File: config.mk
export PLATFORM = sky130hd
export DESIGN_NAME = pll_lock_detect_control
export DESIGN_NICKNAME = d
export VERILOG_FILES = /design/src/core/pll_ld_pkg.sv /design/src/core/phase_meas_if.sv /design/src/core/phase_arrival_cmp.sv /design/src/core/pll_lock_detect_control.sv
export SDC_FILE = /design/constraint.sdc
export NUM_CORES = 1
export LEC_CHECK = 0
export ABC_CLOCK_PERIOD_IN_PS = 10900
export BUFFER_PORTS_ARGS = -buffer_cell sky130_fd_sc_hd__buf_2
export CAP_MARGIN = 40
export CORE_MARGIN = 2
export CORE_UTILIZATION = 60
export CTS_BUF_LIST = sky130_fd_sc_hd__clkbuf_4 sky130_fd_sc_hd__clkbuf_8 sky130_fd_sc_hd__clkbuf_16
export DETAILED_ROUTE_END_ITERATION = 16
export GPL_TIMING_DRIVEN = 0
export HOLD_SLACK_MARGIN = 0.12
export PLACE_DENSITY = 0.86
export REMOVE_ABC_BUFFERS = 1
export SLEW_MARGIN = 20
export SYNTH_ARGS = -nofsm -noshare
export SYNTH_HDL_FRONTEND = slang
export SYNTH_HIERARCHICAL = 1
export SYNTH_SLANG_ARGS = --single-unit
File: constraint.sdc
create_clock -name core_clk -period 10.9 [get_ports core_clk]
set_input_delay 2.18 -clock core_clk [delete_from_list [all_inputs] [get_ports core_clk]]
set_output_delay 2.18 -clock core_clk [all_outputs]
set_load 0.05 [all_outputs]
File: src/core/pll_ld_pkg.sv
// Package: register map, field positions, reset values, timing and lock states
package pll_ld_pkg;
  // Register addresses on the serial register port
  localparam logic [5:0] LD_CFG_ADDR = 6'h07;
  localparam logic [5:0] ANA_EN_ADDR = 6'h08;
  localparam logic [5:0] CP_ADDR = 6'h09;
  localparam logic [5:0] STATUS_ADDR = 6'h12;
  // Reset values
  localparam logic [23:0] LD_CFG_RST = 24'h00014d;
  localparam logic [23:0] ANA_EN_RST = 24'hc1beff;
  localparam logic [23:0] CP_RST = 24'h403264;
  // Lock detect register fields
  localparam int LD_THR_LSB = 0;
  localparam int LD_EN_BIT = 3;
  localparam int LD_WIN_DIG_BIT = 6;
  localparam int LD_WIN_LSB = 7;
  // Analog enable register fields
  localparam int ANA_PAD_EN_BIT = 5;
  localparam int ANA_BIAS_BIT = 10;
  localparam int ANA_HF_REF_BIT = 21;
  // Charge pump register fields
  localparam int CP_DN_LSB = 0;
  localparam int CP_UP_LSB = 7;
  localparam int CP_LEAK_LSB = 14;
  localparam int CP_LEAK_DIR_BIT = 22;
  localparam int CP_FIELD_W = 7;
  // Status register field
  localparam int STATUS_LOCK_BIT = 1;
  // Timing: core clock rate and nominal analog window
  localparam int CORE_CLK_MHZ = 50;
  localparam int ANALOG_WIN_NS = 10;
  localparam int ANALOG_WIN_RAW = (ANALOG_WIN_NS * CORE_CLK_MHZ) / 1000;
  localparam int ANALOG_WIN_CYC = (ANALOG_WIN_RAW < 1) ? 1 : ANALOG_WIN_RAW;
  // Arrival difference counter width, saturating
  localparam int DIFF_W = 8;
  localparam int CNT_W = 16;

  typedef enum logic [1:0] {
    LD_IDLE = 2'b00,
    LD_COUNT = 2'b01,
    LD_LOCKED = 2'b11
  } lock_state_t;

  // Consecutive in-window arrivals needed for each threshold code
  function automatic logic [CNT_W-1:0] lockThreshold(input logic [2:0] code);
    unique case (code)
      3'h0: lockThreshold = 16'h0005;
      3'h1: lockThreshold = 16'h0020;
      3'h2: lockThreshold = 16'h0060;
      3'h3: lockThreshold = 16'h0100;
      3'h4: lockThreshold = 16'h0200;
      3'h5: lockThreshold = 16'h0800;
      3'h6: lockThreshold = 16'h2000;
      3'h7: lockThreshold = 16'hffff;
    endcase
  endfunction

  // Digital window length in half cycles of the lock detect clock
  function automatic logic [DIFF_W:0] winHalfCycles(input logic [2:0] code);
    winHalfCycles = 9'h001 << code;
  endfunction
endpackage

File: src/core/phase_meas_if.sv
// Interface between the arrival comparator and the lock detect control
`timescale 1ns/100ps
`default_nettype none
interface phase_meas_if;
  logic winDigital;
  logic [2:0] winCode;
  logic arrival;
  logic inWin;
  modport meas (input winDigital, input winCode, output arrival, output inWin);
  modport ctrl (output winDigital, output winCode, input arrival, input inWin);
endinterface
`default_nettype wire

File: src/core/phase_arrival_cmp.sv
// Arrival time comparator between reference and divided oscillator edges
`timescale 1ns/100ps
`default_nettype none
module phase_arrival_cmp
(
  input wire logic core_clk,
  input wire logic rstSync_n,
  input wire logic refArrive,
  input wire logic divArrive,
  phase_meas_if.meas pm
);
  logic refPend_q;
  logic divPend_q;
  logic [pll_ld_pkg::DIFF_W-1:0] elapsed_q;
  logic [pll_ld_pkg::DIFF_W-1:0] diff_q;
  logic arrival_q;
  logic inWin_q;

  // Pairing: either edge may come first, only the gap counts
  wire both = refArrive && divArrive;
  wire refCloses = refArrive && !divArrive && divPend_q;
  wire divCloses = divArrive && !refArrive && refPend_q;
  wire divMissed = divArrive && !refArrive && divPend_q;
  wire closes = both || refCloses || divCloses;
  wire arrivalD = closes || divMissed;
  wire [pll_ld_pkg::DIFF_W-1:0] diffD = both ? '0 : (divMissed ? '1 : elapsed_q);
  wire startPend = (refArrive || divArrive) && !closes;
  wire elapsedSat = (elapsed_q == '1);

  // Window test in half cycles; the analog one-shot maps to whole core cycles
  wire [pll_ld_pkg::DIFF_W:0] diffHalf = {diffD, 1'b0};
  wire digIn = diffHalf < pll_ld_pkg::winHalfCycles(pm.winCode);
  wire anaIn = diffD < pll_ld_pkg::DIFF_W'(pll_ld_pkg::ANALOG_WIN_CYC);
  wire inWinD = !divMissed && (pm.winDigital ? digIn : anaIn);

  // Pending edge tracking
  always_ff @(posedge core_clk or negedge rstSync_n)
  begin
    if (!rstSync_n)
    begin
      refPend_q <= 1'b0;
      divPend_q <= 1'b0;
      elapsed_q <= '0;
    end
    else
    begin
      refPend_q <= startPend ? refArrive : (refPend_q && !closes);
      divPend_q <= startPend ? divArrive : (divPend_q && !closes);
      elapsed_q <= startPend ? pll_ld_pkg::DIFF_W'(1) : (elapsedSat ? elapsed_q : elapsed_q + 1'b1);
    end
  end

  // Registered result, one pulse per divided arrival
  always_ff @(posedge core_clk or negedge rstSync_n)
  begin
    if (!rstSync_n)
    begin
      arrival_q <= 1'b0;
      inWin_q <= 1'b0;
      diff_q <= '0;
    end
    else
    begin
      arrival_q <= arrivalD;
      inWin_q <= inWinD;
      diff_q <= diffD;
    end
  end

  assign pm.arrival = arrival_q;
  assign pm.inWin = inWin_q;

  a_analog_window: assert property (@(posedge core_clk) disable iff (!rstSync_n)
    arrival_q && !$past(pm.winDigital) |-> inWin_q == (diff_q == '0))
    else $error("analog window result wrong");
  a_digital_window: assert property (@(posedge core_clk) disable iff (!rstSync_n)
    arrival_q && $past(pm.winDigital) && $past(pm.winCode) == 3'h3 |-> inWin_q == (diff_q < 8'h04))
    else $error("digital window length wrong");
  a_either_first: assert property (@(posedge core_clk) disable iff (!rstSync_n)
    (divArrive && !refArrive && !refPend_q && !divPend_q) ##1 (refArrive && !divArrive)
    |=> arrival_q && diff_q == 8'h01)
    else $error("late reference edge not paired");
endmodule
`default_nettype wire

File: src/core/pll_lock_detect_control.sv
// Lock detect control, analog enable and charge pump registers of the PLL
`timescale 1ns/100ps
`default_nettype none
module pll_lock_detect_control
(
  input wire logic core_clk,
  input wire logic arst_n,
  input wire logic refArrive,
  input wire logic divArrive,
  input wire logic regWrStrobe,
  input wire logic regRdStrobe,
  input wire logic [5:0] regAddr,
  input wire logic [23:0] regWrData,
  output logic [23:0] regRdData,
  input wire logic padAlwaysOn,
  input wire logic lockDisplayOff,
  input wire logic serialReadActive,
  input wire logic serialDataOut,
  input wire logic chipAddrMismatch,
  output logic lock_or_serial_out_pin,
  output logic lockPinOe_n,
  output logic lockFlag,
  output logic biasEnable,
  output logic highFreqRef,
  output logic [6:0] cpDnGain,
  output logic [6:0] cpUpGain,
  output logic [6:0] cpLeakMag,
  output logic cpLeakDir
);
  logic [1:0] rstSync_q;
  logic [23:0] ldCfg_q;
  logic [23:0] anaEn_q;
  logic [23:0] cpCfg_q;
  logic [23:0] rdData_q;
  logic [pll_ld_pkg::CNT_W-1:0] cnt_q;
  logic [pll_ld_pkg::CNT_W-1:0] cnt_d;
  logic pinOut_q;
  logic pinOe_n_q;
  pll_ld_pkg::lock_state_t state_q;
  pll_ld_pkg::lock_state_t state_d;
  phase_meas_if pm ();

  // Reset release through two flops; assertion stays asynchronous
  always_ff @(posedge core_clk or negedge arst_n)
  begin
    if (!arst_n)
      rstSync_q <= 2'b00;
    else
      rstSync_q <= {rstSync_q[0], 1'b1};
  end
  wire rstSync_n = rstSync_q[1];

  // Address decode
  wire wrLd = regWrStrobe && (regAddr == pll_ld_pkg::LD_CFG_ADDR);
  wire wrAna = regWrStrobe && (regAddr == pll_ld_pkg::ANA_EN_ADDR);
  wire wrCp = regWrStrobe && (regAddr == pll_ld_pkg::CP_ADDR);

  // Writable configuration registers
  always_ff @(posedge core_clk or negedge rstSync_n)
  begin
    if (!rstSync_n)
    begin
      ldCfg_q <= pll_ld_pkg::LD_CFG_RST;
      anaEn_q <= pll_ld_pkg::ANA_EN_RST;
      cpCfg_q <= pll_ld_pkg::CP_RST;
    end
    else
    begin
      ldCfg_q <= wrLd ? regWrData : ldCfg_q;
      anaEn_q <= wrAna ? regWrData : anaEn_q;
      cpCfg_q <= wrCp ? regWrData : cpCfg_q;
    end
  end

  // Field extraction
  wire ldEnable = ldCfg_q[pll_ld_pkg::LD_EN_BIT];
  wire [2:0] thrCode = ldCfg_q[pll_ld_pkg::LD_THR_LSB +: 3];
  wire padEnable = anaEn_q[pll_ld_pkg::ANA_PAD_EN_BIT];
  assign pm.winDigital = ldCfg_q[pll_ld_pkg::LD_WIN_DIG_BIT];
  assign pm.winCode = ldCfg_q[pll_ld_pkg::LD_WIN_LSB +: 3];

  phase_arrival_cmp u_cmp
  (
    .core_clk(core_clk),
    .rstSync_n(rstSync_n),
    .refArrive(refArrive),
    .divArrive(divArrive),
    .pm(pm)
  );

  // Lock counting; threshold is taken live so a new code acts at once
  wire [pll_ld_pkg::CNT_W-1:0] thr = pll_ld_pkg::lockThreshold(thrCode);
  wire [pll_ld_pkg::CNT_W:0] cntInc = {1'b0, cnt_q} + 17'h00001;
  wire cntFull = cntInc >= {1'b0, thr};
  wire goodHit = pm.arrival && pm.inWin;
  wire badHit = pm.arrival && !pm.inWin;

  always_comb
  begin
    state_d = state_q;
    cnt_d = cnt_q;
    if (!ldEnable)
    begin
      state_d = pll_ld_pkg::LD_IDLE;
      cnt_d = '0;
    end
    else
    begin
      unique case (state_q)
        pll_ld_pkg::LD_IDLE:
          state_d = pll_ld_pkg::LD_COUNT;
        pll_ld_pkg::LD_COUNT:
          if (badHit)
            cnt_d = '0;
          else if (goodHit)
          begin
            cnt_d = cntInc[pll_ld_pkg::CNT_W-1:0];
            if (cntFull)
              state_d = pll_ld_pkg::LD_LOCKED;
          end
        pll_ld_pkg::LD_LOCKED:
          if (badHit)
          begin
            state_d = pll_ld_pkg::LD_COUNT;
            cnt_d = '0;
          end
        default:
          state_d = pll_ld_pkg::LD_IDLE;
      endcase
    end
  end

  // Lock state and count
  always_ff @(posedge core_clk or negedge rstSync_n)
  begin
    if (!rstSync_n)
    begin
      state_q <= pll_ld_pkg::LD_IDLE;
      cnt_q <= '0;
    end
    else
    begin
      state_q <= state_d;
      cnt_q <= cnt_d;
    end
  end
  // Only the locked code has its upper bit set, so the flag comes straight off a flop
  wire locked = state_q[1];

  // Read mux; unmapped addresses read zero
  wire [23:0] statusWord = 24'(locked) << pll_ld_pkg::STATUS_LOCK_BIT;
  wire [23:0] rdMux = (regAddr == pll_ld_pkg::LD_CFG_ADDR) ? ldCfg_q :
                      (regAddr == pll_ld_pkg::ANA_EN_ADDR) ? anaEn_q :
                      (regAddr == pll_ld_pkg::CP_ADDR) ? cpCfg_q :
                      (regAddr == pll_ld_pkg::STATUS_ADDR) ? statusWord : 24'h000000;

  // Shared pin: driver enable and source; serial data takes over during reads
  wire pinDriven = padEnable && (padAlwaysOn || !chipAddrMismatch);
  wire showLock = !lockDisplayOff && !serialReadActive;
  wire pinD = showLock ? locked : serialDataOut;

  // Registered outputs
  always_ff @(posedge core_clk or negedge rstSync_n)
  begin
    if (!rstSync_n)
    begin
      rdData_q <= 24'h000000;
      pinOut_q <= 1'b0;
      pinOe_n_q <= 1'b1;
    end
    else
    begin
      rdData_q <= regRdStrobe ? rdMux : rdData_q;
      pinOut_q <= pinD;
      pinOe_n_q <= !pinDriven;
    end
  end

  assign regRdData = rdData_q;
  assign lock_or_serial_out_pin = pinOut_q;
  assign lockPinOe_n = pinOe_n_q;
  assign lockFlag = locked;
  // Analog controls come straight from register flops
  assign biasEnable = anaEn_q[pll_ld_pkg::ANA_BIAS_BIT];
  assign highFreqRef = anaEn_q[pll_ld_pkg::ANA_HF_REF_BIT];
  assign cpDnGain = cpCfg_q[pll_ld_pkg::CP_DN_LSB +: pll_ld_pkg::CP_FIELD_W];
  assign cpUpGain = cpCfg_q[pll_ld_pkg::CP_UP_LSB +: pll_ld_pkg::CP_FIELD_W];
  assign cpLeakMag = cpCfg_q[pll_ld_pkg::CP_LEAK_LSB +: pll_ld_pkg::CP_FIELD_W];
  assign cpLeakDir = cpCfg_q[pll_ld_pkg::CP_LEAK_DIR_BIT];

  a_thr_reach: assert property (@(posedge core_clk) disable iff (!rstSync_n)
    ldEnable && state_q == pll_ld_pkg::LD_COUNT && goodHit && cntInc == {1'b0, thr}
    |=> state_q == pll_ld_pkg::LD_LOCKED)
    else $error("lock not declared at threshold");
  a_no_early_lock: assert property (@(posedge core_clk) disable iff (!rstSync_n)
    state_q == pll_ld_pkg::LD_COUNT && !cntFull |=> !locked)
    else $error("lock declared below threshold");
  a_disable_idle: assert property (@(posedge core_clk) disable iff (!rstSync_n)
    !ldEnable |=> state_q == pll_ld_pkg::LD_IDLE && !lockFlag && cnt_q == '0)
    else $error("detector active while disabled");
  a_pad_off: assert property (@(posedge core_clk) disable iff (!rstSync_n)
    !padEnable |=> lockPinOe_n)
    else $error("pin driven with pad disabled");
  a_shared_release: assert property (@(posedge core_clk) disable iff (!rstSync_n)
    padEnable && !padAlwaysOn && chipAddrMismatch |=> lockPinOe_n)
    else $error("driver kept on for foreign address");
  a_bias_write: assert property (@(posedge core_clk) disable iff (!rstSync_n)
    wrAna |=> biasEnable == $past(regWrData[pll_ld_pkg::ANA_BIAS_BIT]))
    else $error("bias enable not taken from write");
  a_cp_fields: assert property (@(posedge core_clk) disable iff (!rstSync_n)
    wrCp |=> cpUpGain == $past(regWrData[13:7]) && cpDnGain == $past(regWrData[6:0])
    && cpLeakMag == $past(regWrData[20:14]) && cpLeakDir == $past(regWrData[22]))
    else $error("charge pump fields misplaced");
  a_status_read: assert property (@(posedge core_clk) disable iff (!rstSync_n)
    regRdStrobe && regAddr == pll_ld_pkg::STATUS_ADDR |=> regRdData == {22'h000000, $past(locked), 1'b0})
    else $error("status read does not show lock");
  a_read_mux: assert property (@(posedge core_clk) disable iff (!rstSync_n)
    serialReadActive |=> lock_or_serial_out_pin == $past(serialDataOut))
    else $error("pin not handed to serial data during read");
  a_miss_restart: assert property (@(posedge core_clk) disable iff (!rstSync_n)
    ldEnable && badHit |=> cnt_q == '0 && !lockFlag)
    else $error("out of window arrival did not restart count");
endmodule
`default_nettype wire

### After elaboration in Yosys (flattened, before gate mapping)

Memories as Yosys holds them, arrays and structs flattened.
Cells that the tools add are included.

* $add $sub $neg: 2
* order comparisons: 3
* equal/unequal tests: 14
* shifts and indexed selects: 1
* multiplexer cells: 23
* reductions and logical operators: 34

Operators with widths (number)
* $mux W24: 3
* $mux W16: 4
* $mux W8: 4
* $pmux W16 S2: 1
* $add A16 B1 Y17 const B: 1
* $ge A17 B16 Y1: 1
* $logic_and A1 B1 Y1: 17
* $eq A6 B4 Y1 const B: 2
* $mux W2: 6
* $ne A3 B3 Y1 const B: 4
* $logic_not A1 Y1: 9
* $lt A9 B9 Y1: 1
* $shl A1 B3 Y9 const A: 1
* $add A8 B1 Y8 const B: 1
* $eq A8 B8 Y1 const B: 1
* $lt A8 B1 Y1 const B: 1
* $eq A6 B3 Y1 const B: 1
* $eq A6 B5 Y1 const B: 1
* $pmux W2 S3: 1
* $logic_or A1 B1 Y1: 5
* $mux W1: 4
* $ne A4 B4 Y1 const B: 1
* $reduce_and A4 Y1: 1
* $ne A3 B1 Y1 const B: 1
* other kinds (5): 5

* register bits after elaboration: 130
* memory bits (read-only): 128
* input bits: 41
* output and inout port bits: 51
* word-level logic and storage cells: 92
* memories kept: 1

Memories
* (no name shown): depth 8, width 16, rd ports 1, clocked after Yosys merged registers in 0, write ports 0, RTL line pll_ld_pkg.sv:46 `unique case (code)`

### Depth between registers and ports, before layout

* word-level depth: 8
* gate-level depth with buffers: 14
* depth with buffers taken out: 12

### By module

The synthesis kept the hierarchy.

Modules (own cells, without submodules)
* pll_lock_detect_control: instances 1, cells an instance 468, area each 5700.5 sq um, sequential area each 2990.4 sq um
* phase_arrival_cmp: instances 1, cells an instance 98, area each 897.1 sq um, sequential area each 300.3 sq um

### Worst setup path after synthesis

OpenSTA, ideal clock, no wires.

* kind: input -> register
* start: input regAddr[4]
* end: register cpCfg_q[10]
* library setup time: 0.125 ns
* data arrival time: 3.664 ns
* required time: 10.775 ns
* path slack: 7.111 ns
* cell stages on the path: 5
* path buffers: 1
* cell sequence: or4b_4 -> nor3b_4 -> nand2_2 -> buf_6 -> mux2_4

* longest elaborated chain between the ends: 2

RTL lines
* from (decl): RTL line pll_lock_detect_control.sv:12 `input wire logic [5:0] regAddr,`
* $eq A6 B4 Y1: RTL line pll_lock_detect_control.sv:56 `wire wrCp = regWrStrobe && (regAddr == pll_ld_pkg::CP_ADDR);`
* $logic_and A1 B1 Y1: RTL line pll_lock_detect_control.sv:56
* to (signal assigned): RTL line pll_lock_detect_control.sv:65 `cpCfg_q <= pll_ld_pkg::CP_RST;`
* to (signal assigned): RTL line pll_lock_detect_control.sv:71 `cpCfg_q <= wrCp ? regWrData : cpCfg_q;`
* to (decl): RTL line pll_lock_detect_control.sv:33 `logic [23:0] cpCfg_q;`

Every way passes these cells.
A chain may end at the register's enable or synchronous reset.

### Final worst setup path

* start: input regAddr[4]
* end: register cpCfg_q[4]

The elaborated chain is that of the path after synthesis.

==> metrics <==
GR Util met1 35.1%; post-synthesis adder-cell area fraction 5.31%; Yosys reg bits 130; vias in the first global route 5118; Chip Width 109 µm; Root Buffer clkbuf_8; R2R cell count 11; Slew Limit Fails 0; Final nets 704; GR Layer Usage met2 47.6%; core area 10800 µm²; # diodes 0; post-cts sizing count 0; initial DRC count 508; antenna violations before repair 0; final core occ 71.9%; Worst Path Arrival 4.67 ns; RSZ-0062 raised after global routing no; ys async rst share 100%; Seq/Total Area, Yosys 49.9%; fin crit share 39.1%; Hold Fails Final Rpt 0; CTS tree yes; status finished clean; RR Endpoint state_q[1]; Yosys top cell area share 37.9%; gr ovfl total 0; simple-gate share of the synthesized area 10.4%; GR met3 Demand/Resource 7.23%; mux cell area share after synthesis 14.4%; clk slew on worst S/H paths 0.06 ns; Die H 109 µm; share of cells above drive strength 1 38.7%; number of synthesized flops with an enable pin 0; area of the multi-input gates 2990 µm²; 1st-pass router iterations 6; GRT Total Usage 28.3%; CTS Buffer Depth 2; crit end category register; routed vias/inst 6.31; setup TNS 0 ns; DR vias 4969; Cell variety after synth 54; R2R setup slack 7.58 ns; worst min path class reg2async; clk_lat worst skew 0.52 ns; cts bufs inserted 17; Most Crowded Layer GR met2; CP Launch Type input port; synth top area cells dfrtp_1 38%, dfstp_2 12%, mux2_2 9.0%, ha_1 5.3%, mux2_4 4.6%; setup violators final 0; compound-cell area share of the yosys netlist 12.8%; Cells after Synth 566; GP Congestion 0.893; Hold Buf Count CTS 0; FF/Latch Area 3290 µm²; DP HPWL 10.2 mm; Tot Pwr 0.00146 W; first-pass GRT wire length 25.8 mm; WP data required 11.31 ns; r2r startpoint cnt_q[2]; post-route ant nets 0; synthesized area per cell 11.7 µm²; pin count of the biggest net entering global routing 58; Yosys top cell by area dfrtp_1; Max-slew headroom 42.6%; Ys Warns 6; ys flop type dfrtp_1; Largest stage delay, worst path 0.60 ns; Num Clock Sinks 130; die area 11900 µm²; Initial Util 61.1%; synthesized cell area 6600 µm²; setup bufs post-CTS 0; Worst Max-Slew Pin Slew 0.858 ns; drc violations 0; Pleak 3.70 nW; clock skew 0.00640 ns; PwrDens 188 nW/µm²; drt total wl 16.1 mm; CP Class in2reg; CP Cell Sequence buf_2 -> or4b_4 -> nor3b_4 -> buf_8 -> nand2_2 -> buf_16 -> mux2_4; # fillers 662; Max Cap Viol 0; highest achievable clock rate 0.235 GHz; Area Growth Syn to Fin 17.6%; Top-Level Pins 92; clock period minus worst slack 4.26 ns; Rows 38; post-DR wirelength/cell 20.4 µm; critical path's slowest cell nor3b_4; worst-path fanout max 16; maximum vdd drop 0.142 mV; htree depth 4; xor/xnor share of the synthesized area 2.26%; PortBufs 91; largest family of logic cells by synthesized area multiplexers
[per-layer routing]
metal | wire, µm | up-vias | part of all wire, %
li1 | - | 2209 | -
met1 | 6440 | 2510 | 40
met2 | 8190 | 207 | 51
met3 | 1080 | 43 | 6.7
met4 | 383 | 0 | 2.4
met5 | 0 | - | 0
[flip-flops by register name (all words and copies together) (netlist names), 2 cells and up]
name             flops
regRdData           24
ldCfg_q             24
rstSync_q            2
cnt_q               16
u_cmp/elapsed_q      8
cpCfg_q             24
state_q              2
anaEn_q             24
[cells in the mapped netlist, types with 13 or more instances]
library cell and n:
a222oi_1 23, dfrtp_1 100, dfstp_2 30, nor2_1 50
mux2_4 20, xnor2_1 13, nand2_1 26, mux2_2 53
buf_4 21, a21oi_1 31, o21ai_0 19, nand3_1 16
ha_1 28, clkbuf_1 17
[layout by cell type, fill, tap and decap left out, types with 6 or more instances in the layout]
master / n
a211oi_1: 6
clkbuf_16: 16
dfstp_2: 30
a222oi_1: 23
nor2_1: 50
o21a_1: 8
inv_1: 11
ha_1: 28
xnor2_1: 13
mux2_4: 20
dfrtp_1: 99
mux2_2: 53
nand2_1: 25
buf_2: 91
o21ai_0: 19
a21oi_1: 31
a22o_1: 7
and3_1: 6
nand3_1: 16
[logic make-up after synthesis]
| logic type | after synthesis |
|---|---|
| compound gates | 119 |
| xor+xnor | 17 |
| fa+ha+maj | 28 |
| buf+inv | 59 |
| flops | 130 |
| mux | 78 |
| other cells | 1 |
| simple gates | 134 |
[area by class of cell]
type	instances	share of cell area, %
Timing Repair Buffer	98	7.77
Clock buffer	20	5.79
Sequential cell	130	42.5
Multi-Input combinational cell	377	38.6
Inverter	11	0.532
Clock inverter	12	2.63
Tap cell	140	2.26
[critical path: cells and delay by family]
| family | cells | cell delay, ns |
|---|---|---|
| AND/OR/NAND/NOR | 3 | 1.49 |
| multiplexers | 1 | 0.31 |
| buffers and inverters | 3 | 0.67 |
[worst max-delay path by stage]
stage	start	slack, ns	endpoint
2_1_floorplan	regAddr[4]	6.43	cpCfg_q[10]
3_3_place_gp	regAddr[5]	4.95	ldCfg_q[13]
3_5_place_dp	regAddr[4]	6.14	cpCfg_q[4]
4_1_cts	regAddr[4]	6.69	cpCfg_q[4]
5_1_grt	regAddr[4]	6.63	cpCfg_q[4]
6_report	regAddr[4]	6.64	cpCfg_q[4]
[where the power goes]
part	leakage (nW)	internal (W)	switching, W
clock	0.311	0.000410	0.000214
sequential	1.63	0.000545	0.0000505
combinational	1.76	0.0000912	0.000150
[metrics by stage]
stage	worst slack, ns	hold WS, ns	instances	area [µm²]
floorplan	6.43	0.331	518	6310
global placement	4.95	0.336	749	6940
detailed placement	6.14	0.245	755	7090
CTS	6.69	0.256	787	7740
global route	6.63	0.273	788	7760
finish	6.64	0.245	788	7760
Note: power is estimated with default switching activity, not from simulation.
